## config.mk

```make
export PLATFORM = sky130hd
export DESIGN_NAME = uvs_supervisor
export DESIGN_NICKNAME = d
export VERILOG_FILES = /design/src/hw/uvs_pkg.sv /design/src/hw/uvs_supervisor.sv /design/src/hw/uvs_pct_conv.sv /design/src/hw/uvs_thr_cmp.sv
export SDC_FILE = /design/constraint.sdc
export NUM_CORES = 2
export LEC_CHECK = 0
export BUFFER_PORTS_ARGS = -buffer_cell sky130_fd_sc_hd__buf_2
export CELL_PAD_IN_SITES_DETAIL_PLACEMENT = 0
export CELL_PAD_IN_SITES_GLOBAL_PLACEMENT = 1
export CORE_MARGIN = 5
export CORE_UTILIZATION = 50
export CTS_BUF_LIST = sky130_fd_sc_hd__clkbuf_8
export DETAILED_ROUTE_END_ITERATION = 8
export GPL_TIMING_DRIVEN = 0
export PLACE_DENSITY_LB_ADDON = 0.1
export SLEW_MARGIN = 15
export SYNTH_ARGS = -nofsm -noshare
export SYNTH_HDL_FRONTEND = slang
export SYNTH_SLANG_ARGS = --single-unit
```

## constraint.sdc

```tcl
create_clock -name clk_sys -period 113.7 [get_ports clk_sys]
set_input_delay 17.055 -clock clk_sys [delete_from_list [all_inputs] [get_ports clk_sys]]
set_output_delay 17.055 -clock clk_sys [all_outputs]
set_load 0.005 [all_outputs]
```

## src/hw/uvs_pkg.sv

```systemverilog
// constants shared by the output undervoltage supervisor
package uvs_pkg;
  // command codes
  localparam logic [7:0] CMD_WARN = 8'h43;
  localparam logic [7:0] CMD_FAULT = 8'h44;
  localparam logic [7:0] CMD_ACTION = 8'h45;
  // percentages are held in units of 0.1 percent
  localparam int unsigned WARN_LO = 840;
  localparam int unsigned WARN_HI = 970;
  localparam int unsigned WARN_STEP = 10;
  localparam int unsigned FAULT_LO = 600;
  localparam int unsigned FAULT_HI = 950;
  localparam int unsigned FAULT_STEP = 25;
  localparam logic [9:0] WARN_LO_P = 10'h348;
  localparam logic [9:0] WARN_STEP_P = 10'h00A;
  localparam logic [9:0] FAULT_LO_P = 10'h258;
  localparam logic [9:0] FAULT_STEP_P = 10'h019;
  localparam logic [25:0] PCT_SCALE = 26'h3E8;
  // fault action fields
  localparam int unsigned ACT_RESP_HI = 7;
  localparam int unsigned ACT_RESP_LO = 6;
  localparam int unsigned ACT_RETRY_HI = 5;
  localparam int unsigned ACT_RETRY_LO = 3;
  localparam int unsigned ACT_DLY_HI = 2;
  localparam logic [1:0] RESP_IGNORE = 2'h0;
  localparam logic [1:0] RESP_DELAYED = 2'h1;
  localparam logic [1:0] RESP_IMMED = 2'h2;
  localparam logic [1:0] RESP_INVALID = 2'h3;
  localparam logic [2:0] RETRY_NONE = 3'h0;
  localparam logic [2:0] RETRY_ENDLESS = 3'h7;
  // shutdown delays in switching cycles
  localparam logic [19:0] DLY_SHORT = 20'h00001;
  localparam logic [19:0] DLY_MID = 20'h00003;
  localparam logic [19:0] DLY_LONG = 20'h00007;
  // status bit positions
  localparam int unsigned SB_NOTA = 0;
  localparam int unsigned SB_CML = 1;
  localparam int unsigned SW_VOUT = 15;
  localparam int unsigned SV_UV_WARN = 5;
  localparam int unsigned SV_UV_FAULT = 4;
  localparam int unsigned SC_BAD_DATA = 6;
  // values after reset, before the stored values load
  localparam logic [15:0] RST_THRESH = 16'h0000;
  localparam logic [7:0] RST_ACTION = 8'h00;
  localparam logic [3:0] RST_CODE = 4'h0;
  // fault response states
  typedef enum logic [6:0] {
    ST_OFF = 7'h01,
    ST_RAMP = 7'h02,
    ST_CONFIRM = 7'h04,
    ST_RUN = 7'h08,
    ST_DELAY = 7'h10,
    ST_HICCUP = 7'h20,
    ST_LATCH = 7'h40
  } uvs_state_t;
endpackage : uvs_pkg

```

## src/hw/uvs_supervisor.sv

```systemverilog
// output undervoltage supervisor: thresholds, status and fault response
module uvs_supervisor import uvs_pkg::*; (
  // clock and reset
  input wire logic clk_sys,
  input wire logic arst_n,
  // command port
  input wire logic cmd_wr_en,
  input wire logic cmd_rd_en,
  input wire logic [7:0] cmd_code,
  input wire logic [15:0] cmd_wdata,
  output logic [15:0] cmd_rdata,
  output logic cmd_ack,
  output logic cmd_reject,
  // configuration from the rest of the controller
  input wire logic [15:0] output_voltage_setpoint,
  input wire logic voltage_format_select,
  input wire logic [15:0] soft_start_ramp_time,
  input wire logic [15:0] nvm_warn,
  input wire logic [15:0] nvm_fault,
  input wire logic [7:0] nvm_action,
  // converter
  input wire logic power_on_cmd,
  input wire logic pwm_tick,
  input wire logic [15:0] vout_sense,
  output logic conv_enable,
  // status
  input wire logic clear_status,
  output logic [7:0] status_byte,
  output logic [15:0] status_word,
  output logic [7:0] status_vout,
  output logic [7:0] status_cml,
  output logic alert_n
);
  // stored commands and their hardware steps
  logic [15:0] warn_q;
  logic [15:0] fault_q;
  logic [7:0] action_q;
  logic [3:0] warn_code_q;
  logic [3:0] fault_code_q;
  logic init_q; // one cycle after reset: load stored values
  // response machine
  uvs_state_t st_q, st_d;
  logic [19:0] cnt_q, cnt_d;
  logic [2:0] retries_q, retries_d;
  logic conv_enable_q;
  // status flags
  logic warn_flag_q;
  logic fault_flag_q;
  logic cml_flag_q;
  logic alert_q;
  // command port answers
  logic [15:0] rdata_q;
  logic ack_q;
  logic reject_q;

  // write source: stored values on the first cycle, host afterwards
  logic hit_warn, hit_fault, hit_act;
  logic [15:0] warn_src, fault_src;
  logic [7:0] act_src;
  assign hit_warn = init_q | (cmd_wr_en && cmd_code == CMD_WARN);
  assign hit_fault = init_q | (cmd_wr_en && cmd_code == CMD_FAULT);
  assign hit_act = init_q | (cmd_wr_en && cmd_code == CMD_ACTION);
  assign warn_src = init_q ? nvm_warn : cmd_wdata;
  assign fault_src = init_q ? nvm_fault : cmd_wdata;
  // byte command: only the low byte is taken
  assign act_src = init_q ? nvm_action : cmd_wdata[7:0];

  // conversion of written values to steps
  logic [3:0] warn_code_w, fault_code_w;
  logic warn_ok, fault_ok, act_ok;
  uvs_pct_conv #(.LO(WARN_LO), .HI(WARN_HI), .STEP(WARN_STEP)) u_warn_conv (
    .raw(warn_src),
    .setpoint(output_voltage_setpoint),
    .relative(voltage_format_select),
    .code(warn_code_w),
    .valid(warn_ok)
  );
  // the fault limit is always read in the absolute sense
  uvs_pct_conv #(.LO(FAULT_LO), .HI(FAULT_HI), .STEP(FAULT_STEP)) u_fault_conv (
    .raw(fault_src),
    .setpoint(output_voltage_setpoint),
    .relative(1'b0),
    .code(fault_code_w),
    .valid(fault_ok)
  );
  assign act_ok = act_src[ACT_RESP_HI:ACT_RESP_LO] != RESP_INVALID;

  logic wr_bad, wr_good;
  assign wr_bad = (hit_warn && !warn_ok) || (hit_fault && !fault_ok) || (hit_act && !act_ok);
  assign wr_good = !init_q && cmd_wr_en && !wr_bad && (hit_warn || hit_fault || hit_act);

  // updated only on the load or an accepted write; the step holds while the setpoint changes
  always_ff @(posedge clk_sys or negedge arst_n) begin
    if (!arst_n) begin
      warn_q <= RST_THRESH;
      warn_code_q <= RST_CODE;
    end else if (hit_warn && warn_ok) begin
      warn_q <= warn_src;
      warn_code_q <= warn_code_w;
    end
  end

  // setpoint enters only through the converter at a load or write, so absolute values hold on its change
  always_ff @(posedge clk_sys or negedge arst_n) begin
    if (!arst_n) begin
      fault_q <= RST_THRESH;
      fault_code_q <= RST_CODE;
    end else if (hit_fault && fault_ok) begin
      fault_q <= fault_src;
      fault_code_q <= fault_code_w;
    end
  end

  // fault action register
  always_ff @(posedge clk_sys or negedge arst_n) begin
    if (!arst_n) begin
      action_q <= RST_ACTION;
    end else if (hit_act && act_ok) begin
      action_q <= act_src;
    end
  end

  // stored values load once, just after reset release
  always_ff @(posedge clk_sys or negedge arst_n) begin
    if (!arst_n) begin
      init_q <= 1'b1;
    end else begin
      init_q <= 1'b0;
    end
  end

  // read mux; unknown codes read as zero
  logic [15:0] rd_mux;
  assign rd_mux = (cmd_code == CMD_WARN) ? warn_q :
                  (cmd_code == CMD_FAULT) ? fault_q :
                  (cmd_code == CMD_ACTION) ? {8'h00, action_q} : 16'h0000;

  // one-cycle answers for reads and writes
  always_ff @(posedge clk_sys or negedge arst_n) begin
    if (!arst_n) begin
      rdata_q <= 16'h0000;
      ack_q <= 1'b0;
      reject_q <= 1'b0;
    end else begin
      if (cmd_rd_en) begin
        rdata_q <= rd_mux;
      end
      ack_q <= wr_good || (cmd_rd_en && !cmd_wr_en);
      reject_q <= wr_bad && !init_q;
    end
  end

  // threshold comparators
  logic [9:0] warn_pct, fault_pct;
  logic warn_below, fault_below;
  assign warn_pct = WARN_LO_P + 10'(warn_code_q) * WARN_STEP_P;
  assign fault_pct = FAULT_LO_P + 10'(fault_code_q) * FAULT_STEP_P;
  uvs_thr_cmp u_warn_cmp (
    .clk_sys(clk_sys),
    .arst_n(arst_n),
    .sense(vout_sense),
    .setpoint(output_voltage_setpoint),
    .pct(warn_pct),
    .below(warn_below)
  );
  uvs_thr_cmp u_fault_cmp (
    .clk_sys(clk_sys),
    .arst_n(arst_n),
    .sense(vout_sense),
    .setpoint(output_voltage_setpoint),
    .pct(fault_pct),
    .below(fault_below)
  );

  // fields of the action byte
  logic [1:0] resp;
  logic [2:0] restart;
  logic [2:0] dly;
  assign resp = action_q[ACT_RESP_HI:ACT_RESP_LO];
  assign restart = action_q[ACT_RETRY_HI:ACT_RETRY_LO];
  assign dly = action_q[ACT_DLY_HI:0];

  // monitoring is off while ramping: the output is still rising
  logic mon, warn_hit, fault_hit;
  assign mon = (st_q == ST_RUN) || (st_q == ST_DELAY) || (st_q == ST_CONFIRM);
  assign warn_hit = mon && warn_below;
  assign fault_hit = mon && fault_below;

  // delay and hiccup lengths from the delay code
  logic [19:0] dly_len, hiccup_len, ramp_len;
  logic [2:0] mult;
  assign dly_len = (dly <= 3'h1) ? DLY_SHORT : (dly <= 3'h4) ? DLY_MID : DLY_LONG;
  assign mult = (dly == 3'h0) ? 3'h1 : dly;
  // widened before the product so a long ramp time cannot wrap
  assign hiccup_len = 20'(mult) * ramp_len;
  assign ramp_len = {4'h0, soft_start_ramp_time};

  // retry decision on each shutdown
  logic go_hiccup;
  assign go_hiccup = (restart != RETRY_NONE) &&
                     (restart == RETRY_ENDLESS || retries_q < restart);

  // next state of the response machine
  always_comb begin
    st_d = st_q;
    cnt_d = (cnt_q != 20'h00000) ? cnt_q - 20'h00001 : cnt_q;
    retries_d = retries_q;
    case (st_q)
      ST_OFF: begin
        if (power_on_cmd) begin
          st_d = ST_RAMP;
          cnt_d = ramp_len;
          retries_d = 3'h0;
        end
      end
      ST_RAMP, ST_HICCUP: begin
        if (!power_on_cmd) begin
          st_d = ST_OFF;
        end else if (cnt_q <= 20'h00001) begin
          st_d = (st_q == ST_RAMP) ? ST_CONFIRM : ST_RAMP;
          cnt_d = ramp_len;
        end
      end
      ST_RUN, ST_CONFIRM, ST_DELAY: begin
        if (!power_on_cmd) begin
          st_d = ST_OFF;
        end else if ((st_q == ST_DELAY && fault_below && pwm_tick && cnt_q <= 20'h00001) ||
                     (st_q != ST_DELAY && fault_hit && resp == RESP_IMMED)) begin
          st_d = go_hiccup ? ST_HICCUP : ST_LATCH;
          cnt_d = hiccup_len;
          if (go_hiccup && restart != RETRY_ENDLESS) begin
            retries_d = retries_q + 3'h1;
          end
        end else if (st_q == ST_DELAY) begin
          // fault gone before the delay ran out: keep converting
          if (!fault_below) begin
            st_d = ST_RUN;
          end
          cnt_d = pwm_tick ? cnt_q - 20'h00001 : cnt_q;
        end else if (fault_hit && resp == RESP_DELAYED) begin
          st_d = ST_DELAY;
          cnt_d = dly_len;
        end else if (st_q == ST_CONFIRM && cnt_q <= 20'h00001) begin
          st_d = ST_RUN;
          retries_d = 3'h0;
        end
      end
      ST_LATCH: begin
        // only a command off releases a latched shutdown
        if (!power_on_cmd) begin
          st_d = ST_OFF;
        end
      end
      default: begin
        st_d = ST_OFF;
      end
    endcase
  end

  // response machine registers
  always_ff @(posedge clk_sys or negedge arst_n) begin
    if (!arst_n) begin
      st_q <= ST_OFF;
      cnt_q <= 20'h00000;
      retries_q <= 3'h0;
      conv_enable_q <= 1'b0;
    end else begin
      st_q <= st_d;
      cnt_q <= cnt_d;
      retries_q <= retries_d;
      conv_enable_q <= (st_d == ST_RAMP) || (st_d == ST_CONFIRM) ||
                       (st_d == ST_RUN) || (st_d == ST_DELAY);
    end
  end

  // sticky flags: a new event wins over a clear in the same cycle
  always_ff @(posedge clk_sys or negedge arst_n) begin
    if (!arst_n) begin
      warn_flag_q <= 1'b0;
      fault_flag_q <= 1'b0;
      cml_flag_q <= 1'b0;
      alert_q <= 1'b0;
    end else begin
      warn_flag_q <= warn_hit || (warn_flag_q && !clear_status);
      fault_flag_q <= fault_hit || (fault_flag_q && !clear_status);
      cml_flag_q <= (wr_bad && !init_q) || (cml_flag_q && !clear_status);
      alert_q <= warn_hit || fault_hit || (wr_bad && !init_q) ||
                 ((warn_flag_q || fault_flag_q || cml_flag_q) && !clear_status);
    end
  end

  // status layout
  assign status_vout = 8'(({7'h00, warn_flag_q} << SV_UV_WARN) |
                          ({7'h00, fault_flag_q} << SV_UV_FAULT));
  assign status_cml = 8'({7'h00, cml_flag_q} << SC_BAD_DATA);
  assign status_byte = 8'(({7'h00, fault_flag_q} << SB_NOTA) |
                          ({7'h00, cml_flag_q} << SB_CML));
  assign status_word = 16'(({15'h0000, warn_flag_q || fault_flag_q} << SW_VOUT) |
                           {8'h00, status_byte});
  assign alert_n = !alert_q;
  assign conv_enable = conv_enable_q;
  assign cmd_rdata = rdata_q;
  assign cmd_ack = ack_q;
  assign cmd_reject = reject_q;

  // checks
  a_warn_flag_set: assert property (@(posedge clk_sys) disable iff (!arst_n)
    warn_hit |=> warn_flag_q && status_word[SW_VOUT] && !alert_n)
    else $error("warning crossing did not raise flags");
  a_fault_flag_set: assert property (@(posedge clk_sys) disable iff (!arst_n)
    fault_hit |=> fault_flag_q && status_byte[SB_NOTA] && status_vout[SV_UV_FAULT])
    else $error("fault did not raise flags");
  a_bad_action_kept: assert property (@(posedge clk_sys) disable iff (!arst_n)
    (!init_q && cmd_wr_en && cmd_code == CMD_ACTION && cmd_wdata[7:6] == RESP_INVALID)
    |=> cmd_reject && status_cml[SC_BAD_DATA] && $stable(action_q))
    else $error("invalid action byte not rejected");
  a_immed_off: assert property (@(posedge clk_sys) disable iff (!arst_n)
    (st_q == ST_RUN && power_on_cmd && fault_hit && resp == RESP_IMMED) |=> !conv_enable)
    else $error("immediate response kept converting");
  a_ignore_runs: assert property (@(posedge clk_sys) disable iff (!arst_n)
    (st_q == ST_RUN && power_on_cmd && resp == RESP_IGNORE) |=> st_q == ST_RUN && conv_enable)
    else $error("ignore response stopped conversion");
  a_latch_zero: assert property (@(posedge clk_sys) disable iff (!arst_n)
    (st_q == ST_RUN && power_on_cmd && fault_hit && resp == RESP_IMMED && restart == 3'h0)
    |=> st_q == ST_LATCH ##1 (st_q == ST_LATCH || !$past(power_on_cmd)))
    else $error("zero restart count did not latch off");
  a_abs_hold: assert property (@(posedge clk_sys) disable iff (!arst_n)
    (!voltage_format_select && !init_q && !cmd_wr_en && $changed(output_voltage_setpoint))
    |=> $stable(warn_code_q) && $stable(fault_code_q) && $stable(fault_q) && $stable(warn_q))
    else $error("setpoint change moved stored thresholds");
  a_confirm_ok: assert property (@(posedge clk_sys) disable iff (!arst_n)
    (st_q == ST_CONFIRM && power_on_cmd && !fault_hit && cnt_q <= 20'h00001)
    |=> st_q == ST_RUN && retries_q == 3'h0)
    else $error("successful restart did not clear retries");
  a_short_delay: assert property (@(posedge clk_sys) disable iff (!arst_n)
    (st_q == ST_RUN && power_on_cmd && fault_hit && resp == RESP_DELAYED && dly <= 3'h1)
    |=> st_q == ST_DELAY && cnt_q == DLY_SHORT)
    else $error("short delay code gave wrong delay");
  a_step_range: assert property (@(posedge clk_sys) disable iff (!arst_n)
    !init_q |-> warn_code_q <= 4'hD && fault_code_q <= 4'hE)
    else $error("threshold step out of supported range");
endmodule : uvs_supervisor

```

## src/hw/uvs_pct_conv.sv

```systemverilog
// maps a written threshold to a supported hardware percentage step
module uvs_pct_conv import uvs_pkg::*; #(
  parameter int unsigned LO = 840,
  parameter int unsigned HI = 970,
  parameter int unsigned STEP = 10
) (
  // value and reference
  input wire logic [15:0] raw,
  input wire logic [15:0] setpoint,
  input wire logic relative,
  // result
  output logic [3:0] code,
  output logic valid
);
  // absolute volts become a fraction of the present setpoint
  logic [25:0] abs_p;
  logic [25:0] pct;
  logic [25:0] idx;
  assign abs_p = (setpoint == 16'h0000) ? '1 : (raw * PCT_SCALE) / {10'h000, setpoint};
  assign pct = relative ? {10'h000, raw} : abs_p;
  // out of range is refused rather than clamped
  assign valid = (pct >= 26'(LO)) && (pct <= 26'(HI));
  // integer divide drops the remainder, so odd values round down
  assign idx = (pct - 26'(LO)) / 26'(STEP);
  assign code = valid ? idx[3:0] : RST_CODE;
endmodule : uvs_pct_conv

```

## src/hw/uvs_thr_cmp.sv

```systemverilog
// compares sensed voltage with a percentage of the setpoint
module uvs_thr_cmp import uvs_pkg::*; (
  // clock and reset
  input wire logic clk_sys,
  input wire logic arst_n,
  // operands
  input wire logic [15:0] sense,
  input wire logic [15:0] setpoint,
  input wire logic [9:0] pct,
  // result
  output logic below
);
  // both sides scaled so no divider is needed
  logic [25:0] lhs;
  logic [25:0] rhs;
  logic below_q;
  assign lhs = 26'(sense) * PCT_SCALE;
  assign rhs = 26'(setpoint) * 26'(pct);
  // registered to keep the multiplier off the status path
  always_ff @(posedge clk_sys or negedge arst_n) begin
    if (!arst_n) begin
      below_q <= 1'b0;
    end else begin
      below_q <= lhs < rhs;
    end
  end
  assign below = below_q;
endmodule : uvs_thr_cmp

```

======== Yosys cells after proc, flatten, opt, wreduce, memory -nomap -nowiden ========
Cells that the tools add are included.
operators by class
  div/mod/pow operators ................... 4
  multiplexer cells ....................... 45
  reduce and logical (&&, ||, !) cells .... 67
  magnitude comparators ................... 10
  shifts and indexed selects .............. 0
  equality and inequality tests ........... 27
  multipliers ............................. 8
  $add $sub $neg .......................... 6
  bitwise gates (word level) .............. 6
operators with widths
  operator                                                                                number
  20-bit 2-to-1 mux                                                                       9
  26-bit 2-to-1 mux                                                                       3
  7-bit 2-to-1 mux                                                                        11
  16-bit by 7-bit multiplier with 23-bit output (second input constant)                   3
  16-bit 2-to-1 mux                                                                       4
  20-bit case mux with 3 select lines                                                     1
  26-bit by 16-bit divider with 26-bit output                                             2
  26-bit by 10-bit greater-or-equal comparator with 1-bit output (second input constant)  2
  26-bit by 10-bit less-or-equal comparator with 1-bit output (second input constant)     2
  26-bit < comparator                                                                     2
  16-bit by 10-bit multiplier with 26-bit output                                          2
  26-bit by 10-bit subtractor with 26-bit output (second input constant)                  2
  3-bit 2-to-1 mux                                                                        11
  1-bit logical AND                                                                       31
  7-bit case mux with 4 select lines                                                      1
  26-bit by 4-bit divider with 26-bit output (second input constant)                      1
  26-bit by 5-bit divider with 26-bit output (second input constant)                      1
  8-bit by 7-bit == test with 1-bit output (second input constant)                        3
  20-bit by 1-bit less-or-equal comparator with 1-bit output (second input constant)      1
  1-bit logical OR                                                                        20
  20-bit nonzero test                                                                     1
  20-bit by 1-bit subtractor with 20-bit output (second input constant)                   1
  3-bit by 16-bit multiplier with 19-bit output                                           1
  16-bit zero test                                                                        1
  36 further kinds                                                                        57
storage, ports and cells
  memories kept ........................... 0
  RAM bits ................................ 0
  register bits ........................... 104
  output and inout port bits .............. 60
  bits in read-only memories .............. 0
  latch bits .............................. 0

======== Logic depth before layout (Yosys ltp) ========
  depth in word-level cells ............... 15
  mapped depth ............................ 490
  gate-level depth less buffers ........... 455

======== Hierarchy ========
Synthesis repeated with hierarchy kept, for this count alone.
unflattened totals
  cell total of the unflattened synthesis .. 10275
  area, all modules ....................... 76662.3 um2
by module, submodules not included
  module                        area each (um2)  cells an instance  times used
  uvs_pct_conv at u_fault_conv  27163.6          3914               1
  uvs_pct_conv at u_warn_conv   24721.2          3523               1
  uvs_thr_cmp at u_fault_cmp    8390.5           931                1
  uvs_thr_cmp at u_warn_cmp     8305.5           932                1
  uvs_supervisor                8081.5           975                1

======== Least setup slack after synthesis ========
Ideal clock, no wire load.
  path type ............................... input port to flip-flop
  start point ............................. input port cmd_wdata[1]
  end point ............................... register warn_code_q[0]
  slack ................................... 7.942 ns
  data required time ...................... 113.589 ns
  buffers on the path ..................... 36
  arrival ................................. 105.647 ns
  stages .................................. 471
  cells stage by stage .................... nor2b_1 -> a21oi_1 -> inv_1 -> fa_1 -> fa_1 -> inv_1 -> fa_1 -> fa_1 -> inv_1 -> ha_1 -> inv_1 -> o21ai_0 -> a21oi_1 -> o21bai_1 -> a21oi_1 -> o21bai_1 -> a21oi_1 -> o41a_1 -> [435 not listed] -> buf_2 -> o311ai_1 -> nand2_1 -> o31ai_1 -> a22oi_1 -> a2111o_1 -> maj3_1 -> nand2_1 -> nand3_1 -> xnor2_1 -> ha_1 -> a211oi_1 -> and3_1 -> o311ai_0 -> a31oi_1 -> a2111oi_0 -> or4_1 -> a222oi_1
between the ends
  longest elaborated chain between the ends .. 8
  elaborated cells between the ends (all ways) .. 12
  those cells by class .................... add/sub (1); mul (1); div (2); order compare (2); mux (4); reduce/logical (2)
ends and longest elaborated chain
  item                                                                                    RTL line                                  source
  start, declared                                                                         uvs_supervisor.sv:10                      input wire logic [15:0] cmd_wdata,
  16-bit 2-to-1 mux *                                                                     uvs_supervisor.sv:63                      assign warn_src = init_q ? nvm_warn : cmd_wdata;
  net u_warn_conv.raw[1]                                                                  uvs_pct_conv.sv:8                         input wire logic [15:0] raw,
  16-bit by 7-bit multiplier with 23-bit output                                           uvs_pct_conv.sv:19                        assign abs_p = (setpoint == 16'h0000) ? '1 : (raw * PCT_SCALE) / {10'h000, setpoint};
  26-bit by 16-bit divider with 26-bit output                                             uvs_pct_conv.sv:19
  26-bit 2-to-1 mux                                                                       uvs_pct_conv.sv:19
  26-bit 2-to-1 mux *                                                                     uvs_pct_conv.sv:20                        assign pct = relative ? {10'h000, raw} : abs_p;
  26-bit by 10-bit subtractor with 26-bit output (tied with other cells)                  uvs_pct_conv.sv:24                        assign idx = (pct - 26'(LO)) / 26'(STEP);
  26-bit by 4-bit divider with 26-bit output / 1-bit logical AND (equally long branches)  uvs_pct_conv.sv:24, uvs_pct_conv.sv:22
  4-bit 2-to-1 mux / 1-bit logical AND (equally long branches)                            uvs_pct_conv.sv:25, uvs_supervisor.sv:97
  end signal, assigned                                                                    uvs_supervisor.sv:99                      warn_code_q <= warn_code_w;
  end, declared                                                                           uvs_supervisor.sv:38                      logic [3:0] warn_code_q;
Mark *: on every way through the listed nets, which the timed path passes. The rest lies on a longest branch.
A chain may end at the register's enable or synchronous reset.

======== Worst setup path in the final report ========
  start point ............................. input port cmd_wdata[0]
  end point ............................... register warn_code_q[0]
The elaborated chain is that of the path after synthesis.

==> summary.md <==
| Metric | Value |
|---|---|
| Net count, final | between 10000 and 15000 |
| Critical Path AT | 108.74 ns |
| CTS Hold Buffers Added | 0 |
| Seq cells post-synth | ~100 |
| Total gr overflow | 0 |
| Initial DRT Pass Iterations | 7 |
| GRT Total Usage | 0.315 |
| Most used cell, CP | o21a_1 |
| WL final | about 240000 um |
| Status | finished, final reports clean |
| Worst Slack Setup Final | about 5.3 ns |
| Setup Skew | between 0.03 and 0.04 ns |
| Clock transition at path regs | between 0.15 and 0.2 ns |
| Largest net degree at the start of global routing | 58 |
| Setup TNS | 0 ns |
| Seq/Total Area, Yosys | 0.0381 |
| Chip width | ~380 um |
| Max FO, Critical Path | 10 |
| Num CTS Buffers | 9 |
| Met2 Track Usage GR | 0.509 |
| Starting DRC count in detailed routing | just over 6000 |
| Crit. End Element | flop |
| Type of the tightest min-delay check | reg -> reg |
| # clock sinks | 104 |
| GR Util met1 | 0.446 |
| Final setup fails | 0 |
| Tightest Pin Transition | between 1 and 1.5 ns |
| Vias per inst | about 6.3 |
| Area leader, netlist | ha_1 |
| Fin. Hold Viols | 0 |
| Vias in the first global route | around 67000 |
| Synth warn | 0 |
| Initial antenna violation count | 6 |
| Core Util, Final | 0.547 |
| Layout Area Growth over Synthesis | 8.49% |
| Yosys cell types | roughly 160 |
| Core area | between 100000 and 150000 um2 |
| Main synth FF type | dfrtp_1 |
| Critical Path Start Type | primary input |
| Grt met3 use | 0.0369 |
| Final Cell Area | ~74000 um2 |
| EDFF count, synth | 0 |
| DIE HEIGHT | around 380 um |
| Slew HR | 0.167 |
| Layout cells sized above 1 | 0.105 |
| Tcrit/Tclk final | 0.953 |
| Initial core utilization | 0.504 |
| Max clock buf depth | 2 |
| MaxCap Viol Count | 0 |
| Final ANT Viol Nets | 0 |
| IO buf count | approximately 150 |
| Routed vias | approximately 71000 |
| Post-DP Area | around 72000 um2 |
| Largest stage delay on the critical path | just under 0.6 ns |
| Avg Inst Size Synth | 7.42 um2 |
| Pre-CTS WS | -12.44 ns |
| Die Area | 144000 um2 |
| Final HPWL DP | between 200000 and 250000 um |
| Rows | around 140 |
| Data required time of the worst path | ~110 ns |
| Commonest cells in the netlist | ha_1, nand2_1, nor2_1, inv_1, a21oi_1 |
| Netlist area before placement | around 68000 um2 |
| CP Class | in -> reg |
| Post-route DRC | 0 |
| Min Tclk post-route | 108.39 ns |
| Critical path buffers and inverters | 44 |
| Slowest stage cell, crit path | or4_1 |
| CTS tree | done |
| Io pins | 180 |
| Skew-Pair Late Insertion Delay | 0.44 ns |
| H-tree depth | 3 |
| Share of the synthesized area in the top cell type | 0.177 |
| Slew Viols, Final | 0 |
| Clk root buf | clkbuf_8 |
| GR peak layer | met2 |
| Post-synthesis async set-or-reset flop share | 1.00 |
| RePlAce Congestion | around 0.97 |
| Top delay family on crit path | compound AO/OA/AOI/OAI gates |
| Max Fclk | roughly 9.2 MHz |
| Synth Instances | 9223 |
| Largest cells by area after synthesis | ha_1, fa_1, nand2_1 |
| First-pass GRT wire length | between 300000 and 400000 um |
| Most common cell in the netlist | ha_1 |
| Per-cell routed wire length | approximately 21 um |
layout by cell type, fill, tap and decap left out, types with 40 or more instances in the layout:
master	n
o21ai_0	434
a211oi_1	69
fa_1	391
nand2_1	901
clkbuf_2	40
o21bai_1	53
o211ai_1	88
nor2b_1	91
o31ai_1	163
clkbuf_1	177
inv_1	611
dfrtp_1	102
a21oi_1	584
buf_4	134
ha_1	970
nor2_1	752
xor2_1	127
o21ai_1	87
nor3_1	415
o21a_1	360
nand2b_1	155
buf_2	170
nand3_1	195
a21o_1	192
and3_1	68
or3_1	85
nor4_1	57
nand4_1	89
and2_1	179
a31oi_1	100
mux2_2	131
or2_2	56
mux2i_1	69
xnor2_1	300
path summary, 6_finish.rpt:
| kind | start | cells after the start | end | slack, ns |
|---|---|---|---|---|
| setup / recovery | cmd_wdata[0] | 479 | warn_code_q[0] | 5.31 |
| hold / removal | warn_q[2] | 2 | warn_q[2] | 0.50 |
| setup reg to reg | init_q | 392 | fault_code_q[0] | 17.47 |
| hold reg to reg | warn_q[2] | 2 | warn_q[2] | 0.50 |
| max in group asynchronous | arst_n | 2 | cnt_q[11] | 96.44 |
| min in group asynchronous | arst_n | 1 | fault_code_q[3] | 16.56 |
layer usage:
layer  vias up  wire, um
li1      34300         -
met1     34300    112000
met2      2354    106000
met3       339     15600
met4         2      7520
met5         -        12
sequential cells by signal, indices dropped and copies added, names as in the netlist:
| register | count |
|---|---|
| cnt_q | 20 |
| cmd_rdata | 16 |
| fault_q | 16 |
| warn_q | 16 |
| action_q | 8 |
| st_q | 7 |
| fault_code_q | 4 |
| warn_code_q | 4 |
| retries_q | 3 |
| alert_q | 1 |
| cmd_ack | 1 |
| cmd_reject | 1 |
| cml_flag_q | 1 |
| conv_enable | 1 |
| fault_flag_q | 1 |
| init_q | 1 |
| u_fault_cmp.below | 1 |
| u_warn_cmp.below | 1 |
| warn_flag_q | 1 |
through the flow:
step | instances | hold slack, ns
3_3_place_gp | 11200 | 0.463
3_5_place_dp | 11200 | 0.470
6_report | 11300 | 0.498
4_1_cts | 11200 | 0.498
5_1_grt | 11300 | 0.515
2_1_floorplan | 9255 | 0.449
tightest hold or removal path: stages (launching register included):
cell,delay [ns]
dfrtp_1,0.36
nand2_1,0.05
o21ai_0,0.06
area by class of cell:
class / count / area (um2)
fill: 13400 / 61600
antenna: 5 / 12.5
timing repair buffer: 248 / 1780
inverter: 635 / 2420
clock buffer: 9 / 124
sequential: 104 / 2610
clock inverter: 7 / 91.3
multi-input combinational: 8174 / 63200
tap: 1781 / 2230
buffer: 337 / 1760
kinds of logic after synthesis:
kind of cell / synth area share
AOI/OAI and AO/OA: 0.285
xor gates and xnor gates: 0.0569
adders and majority gates: 0.293
buffers and inverters: 0.0573
DFF: 0.0381
muxes: 0.0349
other: 0.0000548
and+or+nand+nor: 0.235
what timing repair did:
item / in CTS / in global routing
gates cloned: 0 / 1
gates resized for setup: 137 / 325
setup buffers: 16 / 61
endpoints found under the setup margin: 26 / 8
pin swaps: 7 / 43
Power is not shown: default switching activity piles up to over one toggle a cycle in this logic, so the estimate is an artifact.
